===== config.mk =====
export PLATFORM = sky130hd
export DESIGN_NAME = phy_link_and_jabber_monitor
export DESIGN_NICKNAME = d
export VERILOG_FILES = /design/src/phy_link_pkg.sv /design/src/phy_link_and_jabber_monitor.sv
export VERILOG_INCLUDE_DIRS = /design/src
export SDC_FILE = /design/constraint.sdc
export NUM_CORES = 1
export LEC_CHECK = 0
export BUFFER_PORTS_ARGS = -buffer_cell sky130_fd_sc_hd__buf_2
export CELL_PAD_IN_SITES_DETAIL_PLACEMENT = 1
export CELL_PAD_IN_SITES_GLOBAL_PLACEMENT = 2
export CORE_MARGIN = 2
export CORE_UTILIZATION = 35
export DETAILED_ROUTE_END_ITERATION = 12
export HOLD_SLACK_MARGIN = 0.05
export PLACE_DENSITY = 0.78
export SYNTH_ARGS = -nofsm -noshare
export SYNTH_HDL_FRONTEND = slang
export SYNTH_SLANG_ARGS = --single-unit

===== constraint.sdc =====
create_clock -name clock -period 3.46 [get_ports clock]
set_clock_uncertainty 0.2 [all_clocks]
set_input_delay 0.692 -clock clock [delete_from_list [all_inputs] [get_ports clock]]
set_output_delay 0.692 -clock clock [all_outputs]
set_load 0.03 [all_outputs]

===== src/phy_link_params.svh =====
// timing counts, register offsets and field positions for the link and jabber monitor
// assumes a 100 MHz clock; every timing count is derived from a time in microseconds
`ifndef PHY_LINK_PARAMS_SVH
`define PHY_LINK_PARAMS_SVH

`define CLK_MHZ 100
`define LINK_MIN_US 8000
`define LINK_MAX_US 24000
`define LINK_LOSS_US 100000
`define LOCK_US 330
`define JAB_US 20000
`define JAB_HOLD_US 576000
`define LINK_MIN_CYC (`LINK_MIN_US * `CLK_MHZ)
`define LINK_MAX_CYC (`LINK_MAX_US * `CLK_MHZ)
`define LINK_LOSS_CYC (`LINK_LOSS_US * `CLK_MHZ)
`define LOCK_CYC (`LOCK_US * `CLK_MHZ)
`define JAB_CYC (`JAB_US * `CLK_MHZ)
`define JAB_HOLD_CYC (`JAB_HOLD_US * `CLK_MHZ)

`define PULSE_RUN_GOOD 3'h7

`define STATUS_ADDR 5'h01
`define IRQ_STAT_ADDR 5'h10
`define IRQ_MASK_ADDR 5'h11
`define STATUS_LINK_BIT 2
`define STATUS_JAB_BIT 1
`define IRQ_LINK_BIT 0
`define IRQ_JAB_BIT 1
`define STATUS_RESET 16'h0004
`define IRQ_RESET 2'h0

`endif


===== src/phy_link_pkg.sv =====
// types shared by the link and jabber monitor
// assumes nothing beyond a SystemVerilog compiler
package phy_link_pkg;

    typedef enum logic {
        LINK_FAIL = 1'b0,
        LINK_PASS = 1'b1
    } link10_state_t;

    typedef struct packed {
        logic jabber;
        logic link_lost;
    } irq_bits_t;

    typedef struct packed {
        logic [4:0] addr;
        logic [15:0] wdata;
        logic wr;
        logic rd;
    } reg_req_t;

endpackage : phy_link_pkg

===== src/phy_link_and_jabber_monitor.sv =====
// link integrity and jabber monitor with latched status and interrupt registers
// assumes synchronous inputs, one-cycle link_pulse strobes and a simple register port
//
// Overview of operation
// - at 10 Mbit/s link bit reads 1 once link judged valid, 0 otherwise
// - over 100 ms without a pulse drops the link and clears the bit
// - without auto-negotiation, seven consecutive well-timed pulses restore the link
// - at 100 Mbit/s link needs descrambler lock held at least 330 us
// - with negotiation active, a link going invalid restarts negotiation
// - jabber bit always reads 0 at 100 Mbit/s
// - detected 10 Mbit/s jabber stays latched until status read or reset
// - at 10 Mbit/s, a transmission longer than 20 ms is a jabber
// - jabber blocks transmit, forces collision high, disables detection and half-duplex loopback
// - jabber persists 576 to 628 ms after transmit enable drops
// - link bit latched until status read, reset value 1
`include "phy_link_params.svh"

module phy_link_and_jabber_monitor #(
    parameter int unsigned LINK_MIN_CYC = `LINK_MIN_CYC,
    parameter int unsigned LINK_MAX_CYC = `LINK_MAX_CYC,
    parameter int unsigned LINK_LOSS_CYC = `LINK_LOSS_CYC,
    parameter int unsigned LOCK_CYC = `LOCK_CYC,
    parameter int unsigned JAB_CYC = `JAB_CYC,
    parameter int unsigned JAB_HOLD_CYC = `JAB_HOLD_CYC
) (
    input wire logic clock,
    input wire logic srst,
    input wire logic speed_100,
    input wire logic full_duplex,
    input wire logic auto_negotiation_on,
    input wire logic negotiation_active_bit,
    input wire logic negotiation_link_ok,
    input wire logic link_pulse,
    input wire logic descrambler_locked,
    input wire logic transmit_enable_in,
    input wire logic collision_detect_in,
    input wire phy_link_pkg::reg_req_t reg_req,
    output logic [15:0] rd_data,
    output logic irq,
    output logic collision_indication,
    output logic transmit_pass,
    output logic loopback_enable,
    output logic negotiation_restart,
    output logic link_up
);

    // ----------------------------------------
    // 10 Mbit/s link integrity
    // ----------------------------------------
    phy_link_pkg::link10_state_t link10_state;
    logic [31:0] since_pulse;
    logic [2:0] pulse_run;
    logic gap_ok;
    logic live10;

    assign gap_ok = (since_pulse >= LINK_MIN_CYC) && (since_pulse <= LINK_MAX_CYC);
    assign live10 = (link10_state == phy_link_pkg::LINK_PASS);

    always_ff @(posedge clock) begin
        if (srst) begin
            since_pulse <= 32'h0;
        end else if (link_pulse) begin
            since_pulse <= 32'h1;
        end else if (since_pulse < LINK_LOSS_CYC) begin
            // saturates so a long silence never wraps into a good gap
            since_pulse <= since_pulse + 32'h1;
        end
    end

    always_ff @(posedge clock) begin
        if (srst) begin
            link10_state <= phy_link_pkg::LINK_PASS;
            pulse_run <= 3'h0;
        end else begin
            case (link10_state)
                phy_link_pkg::LINK_PASS: begin
                    if (since_pulse >= LINK_LOSS_CYC) begin
                        link10_state <= phy_link_pkg::LINK_FAIL;
                        pulse_run <= 3'h0;
                    end
                end
                phy_link_pkg::LINK_FAIL: begin
                    if (auto_negotiation_on) begin
                        pulse_run <= 3'h0;
                        if (negotiation_link_ok) begin
                            link10_state <= phy_link_pkg::LINK_PASS;
                        end
                    end else if (link_pulse) begin
                        if (!gap_ok) begin
                            // a badly timed pulse starts a fresh run
                            pulse_run <= 3'h1;
                        end else if (pulse_run == (`PULSE_RUN_GOOD - 3'h1)) begin
                            link10_state <= phy_link_pkg::LINK_PASS;
                            pulse_run <= 3'h0;
                        end else begin
                            pulse_run <= pulse_run + 3'h1;
                        end
                    end
                end
                default: begin
                    link10_state <= phy_link_pkg::LINK_FAIL;
                    pulse_run <= 3'h0;
                end
            endcase
        end
    end

    // ----------------------------------------
    // 100 Mbit/s lock qualification
    // ----------------------------------------
    logic [31:0] lock_count;
    logic live100;

    always_ff @(posedge clock) begin
        if (srst) begin
            lock_count <= 32'h0;
            live100 <= 1'b0;
        end else if (!descrambler_locked) begin
            lock_count <= 32'h0;
            live100 <= 1'b0;
        end else if (lock_count < LOCK_CYC) begin
            lock_count <= lock_count + 32'h1;
            live100 <= (lock_count == LOCK_CYC - 1);
        end
    end

    logic live;
    logic live_prev;

    assign live = speed_100 ? live100 : live10;

    always_ff @(posedge clock) begin
        if (srst) begin
            live_prev <= 1'b1;
            negotiation_restart <= 1'b0;
            link_up <= 1'b1;
        end else begin
            live_prev <= live;
            negotiation_restart <= negotiation_active_bit && live_prev && !live;
            link_up <= live;
        end
    end

    // ----------------------------------------
    // jabber monitor
    // ----------------------------------------
    logic jabber_active;
    logic [31:0] tx_count;
    logic [31:0] hold_count;

    always_ff @(posedge clock) begin
        if (srst) begin
            jabber_active <= 1'b0;
            tx_count <= 32'h0;
            hold_count <= 32'h0;
        end else if (jabber_active) begin
            tx_count <= 32'h0;
            if (transmit_enable_in) begin
                // hold time runs only from the release of transmit enable
                hold_count <= 32'h0;
            end else if (hold_count == JAB_HOLD_CYC - 1) begin
                jabber_active <= 1'b0;
                hold_count <= 32'h0;
            end else begin
                hold_count <= hold_count + 32'h1;
            end
        end else if (transmit_enable_in && !speed_100) begin
            if (tx_count >= JAB_CYC) begin
                jabber_active <= 1'b1;
            end
            tx_count <= tx_count + 32'h1;
        end else begin
            tx_count <= 32'h0;
        end
    end

    always_ff @(posedge clock) begin
        if (srst) begin
            collision_indication <= 1'b0;
            transmit_pass <= 1'b0;
            loopback_enable <= 1'b0;
        end else begin
            // collision detection is masked while the jabber forces collision high
            collision_indication <= jabber_active || collision_detect_in;
            transmit_pass <= transmit_enable_in && !jabber_active;
            loopback_enable <= !full_duplex && !jabber_active;
        end
    end

    // ----------------------------------------
    // latched status and register port
    // ----------------------------------------
    logic link_latched;
    logic jabber_latched;
    logic status_read;
    phy_link_pkg::irq_bits_t irq_status;
    phy_link_pkg::irq_bits_t irq_mask;
    phy_link_pkg::irq_bits_t irq_events;
    phy_link_pkg::irq_bits_t irq_w1c;

    assign status_read = reg_req.rd && (reg_req.addr == `STATUS_ADDR);
    assign irq_events.link_lost = live_prev && !live;
    assign irq_events.jabber = jabber_active && !speed_100 && !jabber_latched;
    assign irq_w1c = (reg_req.wr && (reg_req.addr == `IRQ_STAT_ADDR))
        ? {reg_req.wdata[`IRQ_JAB_BIT], reg_req.wdata[`IRQ_LINK_BIT]} : `IRQ_RESET;

    always_ff @(posedge clock) begin
        if (srst) begin
            link_latched <= 1'(`STATUS_RESET >> `STATUS_LINK_BIT);
            jabber_latched <= 1'b0;
        end else if (status_read) begin
            link_latched <= live;
            jabber_latched <= jabber_active && !speed_100;
        end else begin
            // latch low on link loss, latch high on jabber
            link_latched <= link_latched && live;
            jabber_latched <= jabber_latched || (jabber_active && !speed_100);
        end
    end

    always_ff @(posedge clock) begin
        if (srst) begin
            rd_data <= 16'h0000;
        end else if (reg_req.rd) begin
            case (reg_req.addr)
                `STATUS_ADDR: begin
                    rd_data <= 16'h0000;
                    rd_data[`STATUS_LINK_BIT] <= link_latched;
                    rd_data[`STATUS_JAB_BIT] <= jabber_latched && !speed_100;
                end
                `IRQ_STAT_ADDR: rd_data <= {14'h0000, irq_status};
                `IRQ_MASK_ADDR: rd_data <= {14'h0000, irq_mask};
                default: rd_data <= 16'h0000;
            endcase
        end else begin
            rd_data <= 16'h0000;
        end
    end

    always_ff @(posedge clock) begin
        if (srst) begin
            irq_status <= `IRQ_RESET;
        end else begin
            // a new event wins over a simultaneous clear
            irq_status <= (irq_status & ~irq_w1c) | irq_events;
        end
    end

    always_ff @(posedge clock) begin
        if (srst) begin
            irq_mask <= `IRQ_RESET;
        end else if (reg_req.wr && (reg_req.addr == `IRQ_MASK_ADDR)) begin
            irq_mask <= {reg_req.wdata[`IRQ_JAB_BIT], reg_req.wdata[`IRQ_LINK_BIT]};
        end
    end

    always_ff @(posedge clock) begin
        if (srst) begin
            irq <= 1'b0;
        end else begin
            irq <= |(irq_status & irq_mask);
        end
    end
endmodule : phy_link_and_jabber_monitor


==> results by stage <==
Status:
- The flow ran to the end, and the final reports show no timing, DRC or antenna violations.

Hold path:
- The startpoint of the worst hold path is full_duplex.
- The path type of the worst min-delay path is input pin to flop.

Yosys:
- Sequential cells were found to cover 43.70% of the synthesized design area.
- In this run, synthesis produced a sequential element count of 149.
- The cell type with the highest aggregate area in the netlist is dfxtp_1.
- Sorting the synthesized cells by area gives the leading types as dfxtp_1, nor2_1, xor2_1, nand4_1, nand3_1.
- The post-synthesis cell area is 6827 um2.
- The share of the synthesized area in the top cell type is 43.70%.
- A synthesized cell averages 8.491 um2.
- Of all flip-flops after synthesis, the portion carrying an async set or reset was 0%.
- For this run, the leading register cell type out of synthesis is dfxtp_1.
- The number of synthesized flops with an enable pin is 0.
- The synthesized instance count is 804.
- For this run, the number of Yosys warnings is 0.
- After synthesis, the netlist uses 61 different library cells.

Power:
- The power per unit of standard cell area is 496.1 nW/um2.
- Overall power consumption after layout is estimated at 0.003905 W.
- The proportion of power drawn by combinational gates is 2.8%.
- The share of total power dissipated in the clock network is 52.9%.
- Sequential cells account for 44.3% of the total power.
- The internal power component is 0.003059 W.
- The cell leakage power is 2.896 nW.
- Summed over all nets, the switching power comes to 0.0008461 W.
- In this run switching power makes up 21.67% of total power.
- Across the VDD grid, the largest voltage drop is 0.0003600 V.

Global route:
- The number of antenna violations at the first check in global routing is 1.
- The first global-routing pass estimated 29.42 mm of wire.
- After global routing the overflow that remains totals 0.
- In the global route stage, met1 resource usage came out at 21.85%.
- The via count of the first global-routing pass is 5963.
- For met3 alone, demand over resource in global routing was 4.365%.
- For met2 alone, demand over resource in global routing was 31.15%.
- The maximum number of pins on one net before global-route repair is 27.
- The total routing resource utilization after global routing is 17.84%.
- The most used routing layer in global routing is met2.

Floorplanning:
- 56 I/O pins were placed.
- The total die area is 20640 um2.
- The region available for standard cell placement spans 19270 um2.
- In this run the vertical extent of the chip is 143.7 um.
- The starting utilization of the core area is 35.42%.
- The die is 143.7 um wide.
- The floorplan has 51 rows.

Setup path:
- The number of buffer and inverter stages on the critical path is 0.
- The largest incremental delay on the critical path is 560 ps.
- The critical path goes through or4_4 -> o41a_4 -> or3_4 -> or4_1 -> a21oi_1.
- STA puts the critical path data arrival time at 2850 ps.
- The worst setup path is of the flop to flop kind.
- The required time at the endpoint of the critical path is 3600 ps.
- The launch point of the worst reg-to-reg path is lock_count[11].
- The slowest stage of the critical path belongs to the cell or4_4.
- The worst setup path is captured at a flop.
- The family with the most delay on the worst path is simple AND/OR/NAND/NOR gates.
- The most critical setup path has its startpoint at lock_count[11].
- STA classifies the critical path startpoint as a flop.
- The highest net fanout along the worst path is 12.

Timing:
- At the pin with the least slew margin, the transition time is 1085 ps.
- Of the available clock period, the critical path in the final layout requires 78.17%.
- Hold timing on the final database bottoms out at a slack of 225.0 ps.
- The setup TNS is 0 ps.
- In this run the tightest slew margin relative to its limit is 27.49%.
- The final hold violation count is 0.
- Setup repair after global routing left no endpoint under its margin.
- The routed design could run at a clock period as short as 2705 ps.
- Setup violations remaining at the end of the flow were counted as 0.
- The max-slew violation count is 0.
- The maximum clock frequency is 369.7 MHz.

Route:
- The pre-antenna-repair detailed-routing pass consisted of 5 iterations.
- The number of nets with antenna violations after routing is 0.
- The initial DRC count is 311.
- The routed layout has 5924 vias.
- Dividing the detail-routed via count by the number of cells gives 5.351.
- After detailed routing, the average wire length per cell comes to 15.83 um.
- In the routed design, unresolved DRC markers number 0.
- The wire length reported by the detailed router is 17.53 mm.

Clocking:
- The tree built by TritonCTS fans out to 149 sinks.
- Buffers added to address setup during post-CTS repair amount to 0.
- The clock passes through at most 2 buffers.
- TritonCTS built the clock tree.
- The number of gates resized after cts is 0.
- The number of clock buffers added by TritonCTS is 17.
- The total of hold buffers inserted after clock tree synthesis is 0.
- The root buffer cell is clkbuf_16.
- The clock-pin slew reported for the worst setup and hold paths after clock tree synthesis is 60 ps.
- The H-tree was split into 4 levels.
- The clock network latency to the later pin of the worst-skew pair is 420 ps.

Place:
- In this run, placement finished with an instance count of 1075.
- The HPWL after detailed placement is 12.63 mm.
- The weighted congestion at the end of routability-driven global placement is 0.8084.
- The count of input and output buffers is 28.

Flow run:
- Max-cap violations in this run came to 0.

Final layout:
- The post-route core utilization is 40.85%.
- The filler cells instantiated in the layout total 2313.
- The final net count is 869.
- 0 antenna diodes ended up in the layout.
- Relative to the synthesized area, the layout overhead comes to 15.30%.
- The fraction of final layout cells with drive strength greater than 1 is 10.33%.
- The count of cells in the finished layout, fillers not included, comes to 1107.
-- flip-flops by register name, summed over array words and instances, names as in the netlist --
| register | flops |
|---|---|
| collision_indication | 1 |
| hold_count | 32 |
| irq | 1 |
| irq_mask | 2 |
| irq_status | 2 |
| jabber_active | 1 |
| jabber_latched | 1 |
| link10_state | 1 |
| link_latched | 1 |
| live100 | 1 |
| live_prev | 1 |
| lock_count | 32 |
| loopback_enable | 1 |
| negotiation_restart | 1 |
| pulse_run | 3 |
| rd_data | 3 |
| since_pulse | 32 |
| transmit_pass | 1 |
| tx_count | 32 |
-- placed cells by master (no fill, tap or decap), types with 5 or more instances in the layout --
cell type	instances
a21oi_1	37
a31oi_1	6
a41o_1	5
and2_1	27
and3_1	20
and4_1	11
buf_2	28
buf_4	10
bufinv_16	5
clkbuf_16	17
conb_1	13
dfxtp_1	149
ha_1	6
inv_1	15
mux2i_1	5
nand2_1	64
nand2b_1	5
nand3_1	48
nand4_1	42
nor2_1	97
nor3_1	25
nor4_1	17
o211ai_1	7
o21ai_0	26
o31ai_1	5
or3_1	21
or4_1	16
xnor2_1	18
xor2_1	36
-- through the flow --
stage	area [um2]	setup WS [ps]
floorplan	6872	944.9
global placement	7211	856.5
detailed placement	7211	746.2
CTS	7871	738.5
global route	7871	644.1
finish	7871	755.3
-- per-layer routing --
| metal | share of wire [%] | up-vias |
|---|---|---|
| met2 | 51 | 64 |
| met3 | 3.0 | 14 |
| met1 | 45 | 2902 |
| li1 | - | 2942 |
| met5 | 0.074 | - |
| met4 | 0.83 | 2 |
-- kinds of logic after synthesis --
family	share of synthesized area [%]
AO/OA/AOI/OAI	10.74
XOR/XNOR	6.928
adder cells (fa/ha/maj)	1.100
buffers and inverters	4.069
flip-flops	43.70
multiplexers	1.228
other	0.05493
AND/OR/NAND/NOR	32.18
-- power by group through the flow --
stage                     registers, W  clock network (W)   logic, W
after floorplan                0.00177                  0  0.0000743
after global placement         0.00177                  0   0.000106
after detailed placement       0.00177                  0   0.000109
after CTS                      0.00173            0.00212   0.000109
after global routing           0.00173            0.00220   0.000119
final                          0.00173            0.00207   0.000107
-- worst paths after layout --
path / endpoint / slack (ps) / cells after the start
max: lock_count[7] / 760 / 5
min: loopback_enable / 220 / 2
max reg2reg: lock_count[7] / 760 / 5
min reg2reg: since_pulse[24] / 250 / 1
-- cell usage after synthesis (2+ instances only) --
cell type	number
nand4_1	42
xnor2_1	18
xor2_1	36
buf_1	5
mux2i_1	5
clkbuf_1	25
and4_1	11
or2_2	3
nand2b_1	5
o31ai_1	6
a32oi_1	2
and2_1	27
nor2b_1	3
dfxtp_1	149
o211ai_1	7
ha_1	6
buf_4	13
nor3_2	4
nor2_1	97
a211oi_1	3
nand3_1	48
nand3b_1	2
nor3_1	25
or4_1	16
nor4b_1	2
or3_1	21
a32o_1	3
a31oi_1	6
a41o_1	5
nor4_1	17
a21o_1	2
o21ai_0	26
a211o_1	2
inv_1	15
nand2_1	64
mux2_2	3
and3_1	20
a21oi_1	37
-- area by class of cell --
cell class	instances	area [um2]	share of cell area, %
clock buffers	18	439.2	5.579
clock inverters	14	221.5	2.814
inverters	15	56.30	0.7153
multi-input cells	608	3625	46.05
flip-flops and latches	149	2983	37.90
well taps	265	331.6	4.212
repair buffers	38	215.2	2.734
Power figures use the tool's default switching activity.
